`src/rtl/fio_regs.svh`:
```
// Purpose: register offsets, field positions, reset values and timing counts
//          for the fast input/output block.
// Assumes: classic Wishbone slave, 32-bit data, byte addresses.
// Notes: bits above each documented field read as zero.
//
// Notes on behaviour
// - a rising edge on an interrupt-mode fast input raises an event.
// - every interrupt-mode input has its own event line.
// - an accepted edge opens a 10 ms lockout; edges inside it are dropped.
// - an edge while that input's handler still runs is dropped, not queued.
// - each of four fast outputs picks digital, PWM or pulse train; digital default.
// - each selected generator owns exactly its one fast output pin.
// - pulse train only on first and third outputs.
// - pulse train on first or third forces the next output to digital.
// - a digital-mode fast output drives the standard output image bit.
// - PWM or pulse-train outputs follow the generator control, not the image.
// - output modes read back; writes are ignored while running.
`ifndef FIO_REGS_SVH
`define FIO_REGS_SVH

`define FIO_NUM_IN 4
`define FIO_NUM_OUT 4

`define FIO_ADDR_W 8
`define FIO_OFF_CTRL 8'h00
`define FIO_OFF_INT_EN 8'h04
`define FIO_OFF_IN_STATUS 8'h08
`define FIO_OFF_IN_CLEAR 8'h0C
`define FIO_OFF_OUT_MODE 8'h10
`define FIO_OFF_OUT_IMAGE 8'h14
`define FIO_OFF_OUT_LEVEL 8'h18

`define FIO_CTRL_RUN_BIT 0
`define FIO_ST_BUSY_LSB 0
`define FIO_ST_LOCK_LSB 4
`define FIO_ST_DROP_LSB 8
`define FIO_ST_LEVEL_LSB 12
`define FIO_CLR_BUSY_LSB 0
`define FIO_CLR_DROP_LSB 8
`define FIO_MODE_FIELD_W 2

`define FIO_RST_CTRL 32'h0000_0000
`define FIO_RST_INT_EN 4'h0
`define FIO_RST_OUT_MODE 8'h00
`define FIO_RST_OUT_IMAGE 4'h0

`define FIO_CLK_HZ 10000000
`define FIO_LOCKOUT_MS 10
`define FIO_LOCKOUT_CYCLES (`FIO_LOCKOUT_MS * (`FIO_CLK_HZ / 1000))
`define FIO_LOCK_CNT_W 20

`endif

```
`src/rtl/fio_pkg.sv`:
```
// Purpose: shared types of the fast input/output block.
// Assumes: mode codes are the default enum encoding, 0, 1 and 2.
// Notes: code 3 is never stored.
package fio_pkg;
  typedef enum logic [1:0] {
    FIO_MODE_DIGITAL,
    FIO_MODE_PWM,
    FIO_MODE_TRAIN
  } fio_mode_t;

  typedef enum logic {
    FIO_CH_READY,
    FIO_CH_LOCKOUT
  } fio_ch_state_t;
endpackage

```
`src/rtl/fio_input_channel.sv`:
```
`include "fio_regs.svh"
// Purpose: one fast input: synchroniser, rising edge, lockout, handler busy.
// Assumes: pinIn is asynchronous to clk.
// Notes: only an accepted edge starts the lockout window.
module fio_input_channel #(
  parameter int LOCKOUT_CYCLES = `FIO_LOCKOUT_CYCLES
) (
  input wire logic clk,
  input wire logic rst_n,
  input wire logic pinIn,
  input wire logic intEnable,
  input wire logic busyClear,
  input wire logic dropClear,
  output logic edgeEvent,
  output logic busy,
  output logic lockout,
  output logic dropped,
  output logic level
);
  logic syncA;
  logic prevLevel;
  logic rise;
  logic accept;
  logic [`FIO_LOCK_CNT_W-1:0] lockCount;
  fio_pkg::fio_ch_state_t state;

  // second stage is the only reader of syncA
  always_ff @(posedge clk or negedge rst_n) begin
    if (!rst_n) begin
      syncA <= 1'b0;
      level <= 1'b0;
      prevLevel <= 1'b0;
    end else begin
      syncA <= pinIn;
      level <= syncA;
      prevLevel <= level;
    end
  end

  assign rise = level & ~prevLevel & intEnable;
  assign accept = rise && (state == fio_pkg::FIO_CH_READY) && !busy;

  always_ff @(posedge clk or negedge rst_n) begin
    if (!rst_n) begin
      state <= fio_pkg::FIO_CH_READY;
      lockCount <= '0;
    end else begin
      case (state)
        fio_pkg::FIO_CH_READY: begin
          if (accept) begin
            state <= fio_pkg::FIO_CH_LOCKOUT;
            lockCount <= `FIO_LOCK_CNT_W'(LOCKOUT_CYCLES - 1);
          end
        end
        fio_pkg::FIO_CH_LOCKOUT: begin
          if (lockCount == '0) begin
            state <= fio_pkg::FIO_CH_READY;
          end else begin
            lockCount <= lockCount - 1'b1;
          end
        end
        default: begin
          state <= fio_pkg::FIO_CH_READY;
        end
      endcase
    end
  end

  always_ff @(posedge clk or negedge rst_n) begin
    if (!rst_n) begin
      edgeEvent <= 1'b0;
      busy <= 1'b0;
      dropped <= 1'b0;
    end else begin
      edgeEvent <= accept;
      // set wins over a clear in the same cycle
      busy <= accept | (busy & ~busyClear);
      dropped <= (rise & ~accept) | (dropped & ~dropClear);
    end
  end

  assign lockout = (state == fio_pkg::FIO_CH_LOCKOUT);
endmodule

```
`src/rtl/fio_top.sv`:
```
// Chosen here: register access over Wishbone and the register offsets.
`include "fio_regs.svh"
// Purpose: fast input interrupt events and fast output mode selection,
//          with a classic Wishbone register slave.
// Assumes: generator waveforms arrive on clk from logic outside this block.
// Notes: every output is registered; answers come one cycle after a request.
module fio_top #(
  parameter int LOCKOUT_CYCLES = `FIO_LOCKOUT_CYCLES
) (
  input wire logic clk,
  input wire logic rst_n,
  // wishbone slave
  input wire logic cyc_i,
  input wire logic stb_i,
  input wire logic we_i,
  input wire logic [`FIO_ADDR_W-1:0] adr_i,
  input wire logic [3:0] sel_i,
  input wire logic [31:0] dat_i,
  output logic [31:0] dat_o,
  output logic ack_o,
  // fast inputs and their events
  input wire logic [`FIO_NUM_IN-1:0] fastIn,
  output logic [`FIO_NUM_IN-1:0] fastInputEdgeEvent,
  // generator waveforms from the fast output control side, their enables, and the fast output pins
  input wire logic [`FIO_NUM_OUT-1:0] variableFrequencyPwmWave,
  input wire logic [`FIO_NUM_OUT-1:0] pulseTrainWave,
  output logic [`FIO_NUM_OUT-1:0] variableFrequencyPwmEnable,
  output logic [`FIO_NUM_OUT-1:0] pulseTrainEnable,
  output logic [`FIO_NUM_OUT-1:0] fastOut
);
  localparam int NI = `FIO_NUM_IN;
  localparam int NO = `FIO_NUM_OUT;
  localparam int MW = `FIO_MODE_FIELD_W;

  // register state
  logic runMode;
  logic [NI-1:0] intEnable;
  logic [NO*MW-1:0] outMode;
  logic [NO-1:0] outImage;

  // per-input status from the channels, and clear strobes to them
  logic [NI-1:0] chBusy;
  logic [NI-1:0] chLockout;
  logic [NI-1:0] chDropped;
  logic [NI-1:0] chLevel;
  logic [NI-1:0] busyClear;
  logic [NI-1:0] dropClear;

  // bus decode
  logic request;
  logic writeNow;
  logic [31:0] byteMask;
  logic [31:0] wrData;
  logic [31:0] next_readData;
  logic [NO*MW-1:0] next_outMode;

  // ------------------------------------------------------------------
  // wishbone: ack one cycle after the request, dropped the next cycle
  // ------------------------------------------------------------------
  assign request = cyc_i & stb_i;
  // writes take effect only at the edge where the master sees ack high
  assign writeNow = request & we_i & ack_o;

  genvar b;
  generate
    for (b = 0; b < 4; b++) begin : g_lane
      assign byteMask[8*b +: 8] = {8{sel_i[b]}};
    end
  endgenerate

  assign wrData = dat_i & byteMask;

  always_ff @(posedge clk or negedge rst_n) begin
    if (!rst_n) begin
      ack_o <= 1'b0;
    end else begin
      ack_o <= request & ~ack_o;
    end
  end

  // read data is sampled while the request waits for ack, and held
  always_comb begin
    next_readData = 32'h0000_0000;
    case (adr_i)
      `FIO_OFF_CTRL: begin
        next_readData[`FIO_CTRL_RUN_BIT] = runMode;
      end
      `FIO_OFF_INT_EN: begin
        next_readData[NI-1:0] = intEnable;
      end
      `FIO_OFF_IN_STATUS: begin
        next_readData[`FIO_ST_BUSY_LSB +: NI] = chBusy;
        next_readData[`FIO_ST_LOCK_LSB +: NI] = chLockout;
        next_readData[`FIO_ST_DROP_LSB +: NI] = chDropped;
        next_readData[`FIO_ST_LEVEL_LSB +: NI] = chLevel;
      end
      `FIO_OFF_OUT_MODE: begin
        next_readData[NO*MW-1:0] = outMode;
      end
      `FIO_OFF_OUT_IMAGE: begin
        next_readData[NO-1:0] = outImage;
      end
      `FIO_OFF_OUT_LEVEL: begin
        next_readData[NO-1:0] = fastOut;
      end
      default: begin
        next_readData = 32'h0000_0000;
      end
    endcase
  end

  always_ff @(posedge clk or negedge rst_n) begin
    if (!rst_n) begin
      dat_o <= 32'h0000_0000;
    end else if (request & ~ack_o & ~we_i) begin
      dat_o <= next_readData;
    end else if (!request) begin
      dat_o <= 32'h0000_0000;
    end
  end

  // ------------------------------------------------------------------
  // control registers
  // ------------------------------------------------------------------
  always_ff @(posedge clk or negedge rst_n) begin
    if (!rst_n) begin
      runMode <= 1'(`FIO_RST_CTRL);
    end else if (writeNow && adr_i == `FIO_OFF_CTRL) begin
      runMode <= wrData[`FIO_CTRL_RUN_BIT];
    end
  end

  always_ff @(posedge clk or negedge rst_n) begin
    if (!rst_n) begin
      intEnable <= `FIO_RST_INT_EN;
    end else if (writeNow && adr_i == `FIO_OFF_INT_EN) begin
      intEnable <= wrData[NI-1:0];
    end
  end

  always_ff @(posedge clk or negedge rst_n) begin
    if (!rst_n) begin
      outImage <= `FIO_RST_OUT_IMAGE;
    end else if (writeNow && adr_i == `FIO_OFF_OUT_IMAGE) begin
      outImage <= wrData[NO-1:0];
    end
  end

  // clear strobes for the input channels are single-cycle pulses
  assign busyClear = (writeNow && adr_i == `FIO_OFF_IN_CLEAR) ?
                     wrData[`FIO_CLR_BUSY_LSB +: NI] : '0;
  assign dropClear = (writeNow && adr_i == `FIO_OFF_IN_CLEAR) ?
                     wrData[`FIO_CLR_DROP_LSB +: NI] : '0;

  // ------------------------------------------------------------------
  // output mode legalisation
  // ------------------------------------------------------------------
  // illegal codes fall back to digital rather than to a guessed generator
  always_comb begin
    next_outMode = '0;
    for (int i = 0; i < NO; i++) begin
      case (wrData[i*MW +: MW])
        MW'(fio_pkg::FIO_MODE_PWM): begin
          next_outMode[i*MW +: MW] = MW'(fio_pkg::FIO_MODE_PWM);
        end
        MW'(fio_pkg::FIO_MODE_TRAIN): begin
          if ((i % 2) == 0) begin
            next_outMode[i*MW +: MW] = MW'(fio_pkg::FIO_MODE_TRAIN);
          end else begin
            next_outMode[i*MW +: MW] = MW'(fio_pkg::FIO_MODE_DIGITAL);
          end
        end
        default: begin
          next_outMode[i*MW +: MW] = MW'(fio_pkg::FIO_MODE_DIGITAL);
        end
      endcase
    end
    for (int i = 0; i < NO; i += 2) begin
      if (next_outMode[i*MW +: MW] == MW'(fio_pkg::FIO_MODE_TRAIN)) begin
        next_outMode[(i+1)*MW +: MW] = MW'(fio_pkg::FIO_MODE_DIGITAL);
      end
    end
  end

  // mode changes only while stopped; a running generator never loses its pin
  always_ff @(posedge clk or negedge rst_n) begin
    if (!rst_n) begin
      outMode <= `FIO_RST_OUT_MODE;
    end else if (writeNow && adr_i == `FIO_OFF_OUT_MODE && !runMode) begin
      outMode <= next_outMode;
    end
  end

  // ------------------------------------------------------------------
  // fast output pins and generator ownership
  // ------------------------------------------------------------------
  genvar o;
  generate
    for (o = 0; o < NO; o++) begin : g_out
      fio_pkg::fio_mode_t mode;
      logic next_pin;

      assign mode = fio_pkg::fio_mode_t'(outMode[o*MW +: MW]);

      always_comb begin
        case (mode)
          fio_pkg::FIO_MODE_PWM: begin
            next_pin = variableFrequencyPwmWave[o];
          end
          fio_pkg::FIO_MODE_TRAIN: begin
            next_pin = pulseTrainWave[o];
          end
          default: begin
            next_pin = outImage[o];
          end
        endcase
      end

      // one enable per pin, so a generator drives exactly its own output
      always_ff @(posedge clk or negedge rst_n) begin
        if (!rst_n) begin
          fastOut[o] <= 1'b0;
          variableFrequencyPwmEnable[o] <= 1'b0;
          pulseTrainEnable[o] <= 1'b0;
        end else begin
          fastOut[o] <= next_pin;
          variableFrequencyPwmEnable[o] <= (mode == fio_pkg::FIO_MODE_PWM);
          pulseTrainEnable[o] <= (mode == fio_pkg::FIO_MODE_TRAIN);
        end
      end
    end
  endgenerate

  // ------------------------------------------------------------------
  // fast input channels
  // ------------------------------------------------------------------
  genvar c;
  generate
    for (c = 0; c < NI; c++) begin : g_in
      // each channel raises its own event line
      fio_input_channel #(
        .LOCKOUT_CYCLES(LOCKOUT_CYCLES)
      ) u_channel (
        .clk(clk),
        .rst_n(rst_n),
        .pinIn(fastIn[c]),
        .intEnable(intEnable[c]),
        .busyClear(busyClear[c]),
        .dropClear(dropClear[c]),
        .edgeEvent(fastInputEdgeEvent[c]),
        .busy(chBusy[c]),
        .lockout(chLockout[c]),
        .dropped(chDropped[c]),
        .level(chLevel[c])
      );
    end
  endgenerate
endmodule

```
`config.mk`:
```
export PLATFORM = sky130hd
export DESIGN_NAME = fio_top
export DESIGN_NICKNAME = d
export VERILOG_FILES = /design/src/rtl/fio_pkg.sv /design/src/rtl/fio_input_channel.sv /design/src/rtl/fio_top.sv
export VERILOG_INCLUDE_DIRS = /design/src /design/src/rtl
export SDC_FILE = /design/constraint.sdc
export NUM_CORES = 1
export LEC_CHECK = 0
export ABC_AREA = 1
export BUFFER_PORTS_ARGS = -buffer_cell sky130_fd_sc_hd__buf_2
export CORE_AREA = 2 2 132 122
export CTS_BUF_LIST = sky130_fd_sc_hd__clkbuf_8 sky130_fd_sc_hd__clkbuf_16
export DETAILED_ROUTE_END_ITERATION = 7
export DIE_AREA = 0 0 134 124
export GPL_TIMING_DRIVEN = 0
export HOLD_SLACK_MARGIN = 0.06
export PLACE_DENSITY_LB_ADDON = 0.08
export SYNTH_ARGS = -nofsm -noshare
export SYNTH_HDL_FRONTEND = slang
export SYNTH_SLANG_ARGS = --single-unit
```
`constraint.sdc`:
```
create_clock -name clk -period 3.25 [get_ports clk]
set_input_delay 0.65 -clock clk [delete_from_list [all_inputs] [get_ports clk]]
set_output_delay 0.65 -clock clk [all_outputs]
set_load 0.02 [all_outputs]
```
==> results.yml <==
global_routing:
  grt_pass1_vias: 6566
  grt_max_degree: 90
  grt-ovfl-total: 0
  antenna_found_initial: 0
  grtUsageMet2: 0.381
  grt_usage: 0.251
  use_met1: 0.372
  met3_usage: 0.0488
  busiest_layer: "met2"
  grt_first_pass_wirelength_microns: 32700
worst_setup_path:
  worstSetupPathType: "flip-flop to flip-flop"
  ff2ff_setup_slack_ns: 1.38
  r2r_end: "g_in[0].u_channel.lockCount[18]"
  critical_path_required_ns: 3.61
  crit_fanout: 5
  arrival_ns: 2.23
  crit_path_start_kind: "flip-flop"
  r2r_start: "g_in[0].u_channel.lockCount[0]"
  r2r_cells: 10
  crit_path_end_kind: "flip-flop"
place:
  dp_cells: 1370
  placed_cell_area_sq_um: 8920
  post-place-ws_ns: 1.10
  place_congestion: 0.905
  hpwl_microns: 14300
  io_buffers: 66
cells_and_area:
  final_area_sq_um: 9570
  layout.cells.non_filler: 1402
  finalNetCount: 1260
  antenna_cells: 0
  layout-drive-gt1-share: 0.148
  area_growth_pct: 16.2
sta:
  rsz0062_at_grt: "no"
  finalHoldViolCount: 0
  whs_ns: 0.301
  final-setup-viol-count: 0
  setup_ws_ns: 1.38
  fin_crit_ns: 1.87
  slew_viol_final: 0
  worst_pin_slew_ns: 0.819
  relSlewSlack: 0.454
  timing.fmax_mhz: 535
  finClkSkew_ns: 0.0121
  fin_crit_sh: 0.575
clock_tree:
  clk_latency_ns: 0.44
  cts.repair.resized: 0
  numCtsBuffers: 17
  cts_tree: "done"
  post_cts.repair.setup_buffers: 0
  hold_buffers: 0
  cts_num_sinks: 150
  cts_root_buf: "clkbuf_16"
  h-tree-depth: 4
  cts_buffer_depth: 2
  clk_pin_slew_ns: 0.06
synthesis:
  avgSynthCellArea_sq_um: 7.60
  synthCells: 1084
  yosysSeqAreaShare: 0.456
  synth_cell_types: 39
  synthFlopType: "dfrtp_1"
  async_flop_share: 1.00
  synth-edff-count: 0
  syn_area_sq_um: 8240
  yosys_warnings: 0
  ys_seq_elements: 150
detailed_routing:
  first_pass_iters: 6
  ant_nets: 0
  drt-initial-drc-count: 532
  drc: 0
  via_per_inst: 5.10
  wire_per_inst_microns: 13.9
  routed_wirelength_microns: 19500
  via_count: 7144
floorplan:
  ioPinCount: 110
  dieArea_sq_um: 16600
  initial_core_util: 0.545
  coreArea_sq_um: 15100
  rows: 43
  die_x_microns: 134
  dieHeight_microns: 124
power_and_ir_drop:
  pwr-share-clk: 0.522
  power.density_nw_per_um2: 440
  p_leak_nw: 5.24
  seqPwrFrac: 0.447
  ir_drop_v: 0.000481
  p_int_mw: 3.32
  pwr-share-comb: 0.032
  switching_share: 0.212
  p_switching_mw: 0.895
outcome:
  status: "completed"
job:
  maxCapViolCount: 0
worst_hold_path:
  hold_class: "input pin to async pin"
[cell usage in the layout, fill, tap and decap left out, drive strengths merged]
master / Yosys / final
a21o: 7 / 7
a21oi: 7 / 7
a22oi: 2 / 2
a32o: 9 / 9
buf: 34 / 101
bufinv: 0 / 5
clkbuf: 8 / 27
clkinv: 2 / 7
clkinvlp: 0 / 1
conb: 1 / 18
dfrtp: 150 / 150
ha: 12 / 12
inv: 120 / 122
mux2: 2 / 2
nand2: 291 / 291
nand3: 120 / 120
nand3b: 11 / 11
nand4: 18 / 18
nor2: 176 / 176
nor3: 6 / 6
o21ai: 88 / 88
o22ai: 2 / 2
or2: 4 / 4
xor2: 14 / 14
[synthesized netlist by cell type (6+ instances only)]
cell	instances	area share
ha_1	12	0.018
dfrtp_1	150	0.46
o21ai_1	15	0.0091
nor2_2	6	0.0046
o21ai_0	62	0.038
nand3_1	118	0.072
o21ai_2	11	0.012
nand3b_1	11	0.010
buf_4	25	0.023
a32o_1	9	0.011
nand2_1	280	0.13
clkbuf_1	8	0.0036
a21oi_1	7	0.0043
a21o_1	7	0.0064
inv_1	114	0.052
inv_2	6	0.0027
nand4_1	18	0.014
nand2_2	8	0.0061
xor2_1	14	0.015
nor2_1	169	0.077
[worst max path at each step]
stage | start | end | slack (ns) | depth (start not counted)
after global routing | g_in[0].u_channel.lockCount[0] | g_in[0].u_channel.lockCount[18] | 1.23 | 9
after detailed placement | adr_i[1] | dat_o[6] | 1.10 | 9
after floorplan | adr_i[5] | dat_o[6] | 1.60 | 8
after global placement | rst_n | g_in[2].u_channel.lockCount[8] | -0.72 | 1
final | g_in[0].u_channel.lockCount[0] | g_in[0].u_channel.lockCount[18] | 1.38 | 10
after CTS | g_in[0].u_channel.lockCount[0] | g_in[0].u_channel.lockCount[18] | 1.39 | 10
[critical path: stages, from the launching register on]
cell	delay (ns)
dfrtp_1	0.38
inv_1	0.14
ha_1	0.20
nand2_1	0.15
nor2_1	0.29
nand2_1	0.17
nor2_1	0.19
nand3_1	0.09
nand2_1	0.07
inv_1	0.04
nor2_1	0.09
[through the flow]
step           total power, mW  utilization  setup TNS (ns)
2_1_floorplan             1.97            -               0
3_3_place_gp              2.05        0.588         -105.74
3_5_place_dp              2.05        0.590               0
4_1_cts                   4.25        0.633               0
5_1_grt                   4.35        0.633               0
6_report                  4.22        0.633               0
[state kept, by name, summed over array words and instances, names as in the netlist, 4 cells and up]
signal and count:
g_in.u_channel.edgeEvent 4, g_in.u_channel.prevLevel 4, g_in.u_channel.level 4, outMode 6, intEnable 4, outImage 4
g_in.u_channel.busy 4, variableFrequencyPwmEnable 4, g_in.u_channel.lockCount 80, dat_o 16, g_in.u_channel.lockout 4, g_in.u_channel.syncA 4
fastOut 4, g_in.u_channel.dropped 4
[logic make-up after synthesis]
| family | Yosys count | synth area share |
|---|---|---|
| other | 1 | 0.000455 |
| AO/OA/AOI/OAI | 115 | 0.0834 |
| multiplexers | 2 | 0.00273 |
| XOR/XNOR | 14 | 0.0149 |
| buffers and inverters | 164 | 0.0937 |
| AND/OR/NAND/NOR | 626 | 0.331 |
| flip-flops | 150 | 0.456 |
| adder cells (fa/ha/maj) | 12 | 0.0182 |
[per-layer routing]
layer  routed length, microns  share of wire
met2                     8430           0.43
met3                     1090          0.056
met4                      214          0.011
met5                        0              0
met1                     9790           0.50
[area by class of cell]
cell class / instances / area (sq um)
buffer: 42 / 302
clock buffer: 19 / 453
clock inverter: 13 / 203
fill: 1315 / 5550
multi-input combinational: 787 / 3770
timing repair buffer: 67 / 364
inverter: 122 / 470
sequential: 150 / 3750
tap: 202 / 253
[power groups by stage]
stage	clock network [mW]	logic (mW)	registers, mW
2_1_floorplan	0	0.0568	1.92
3_3_place_gp	0	0.131	1.92
3_5_place_dp	0	0.137	1.92
4_1_cts	2.23	0.137	1.88
5_1_grt	2.31	0.153	1.88
6_report	2.20	0.135	1.88
(Power assumes the default switching activity.)
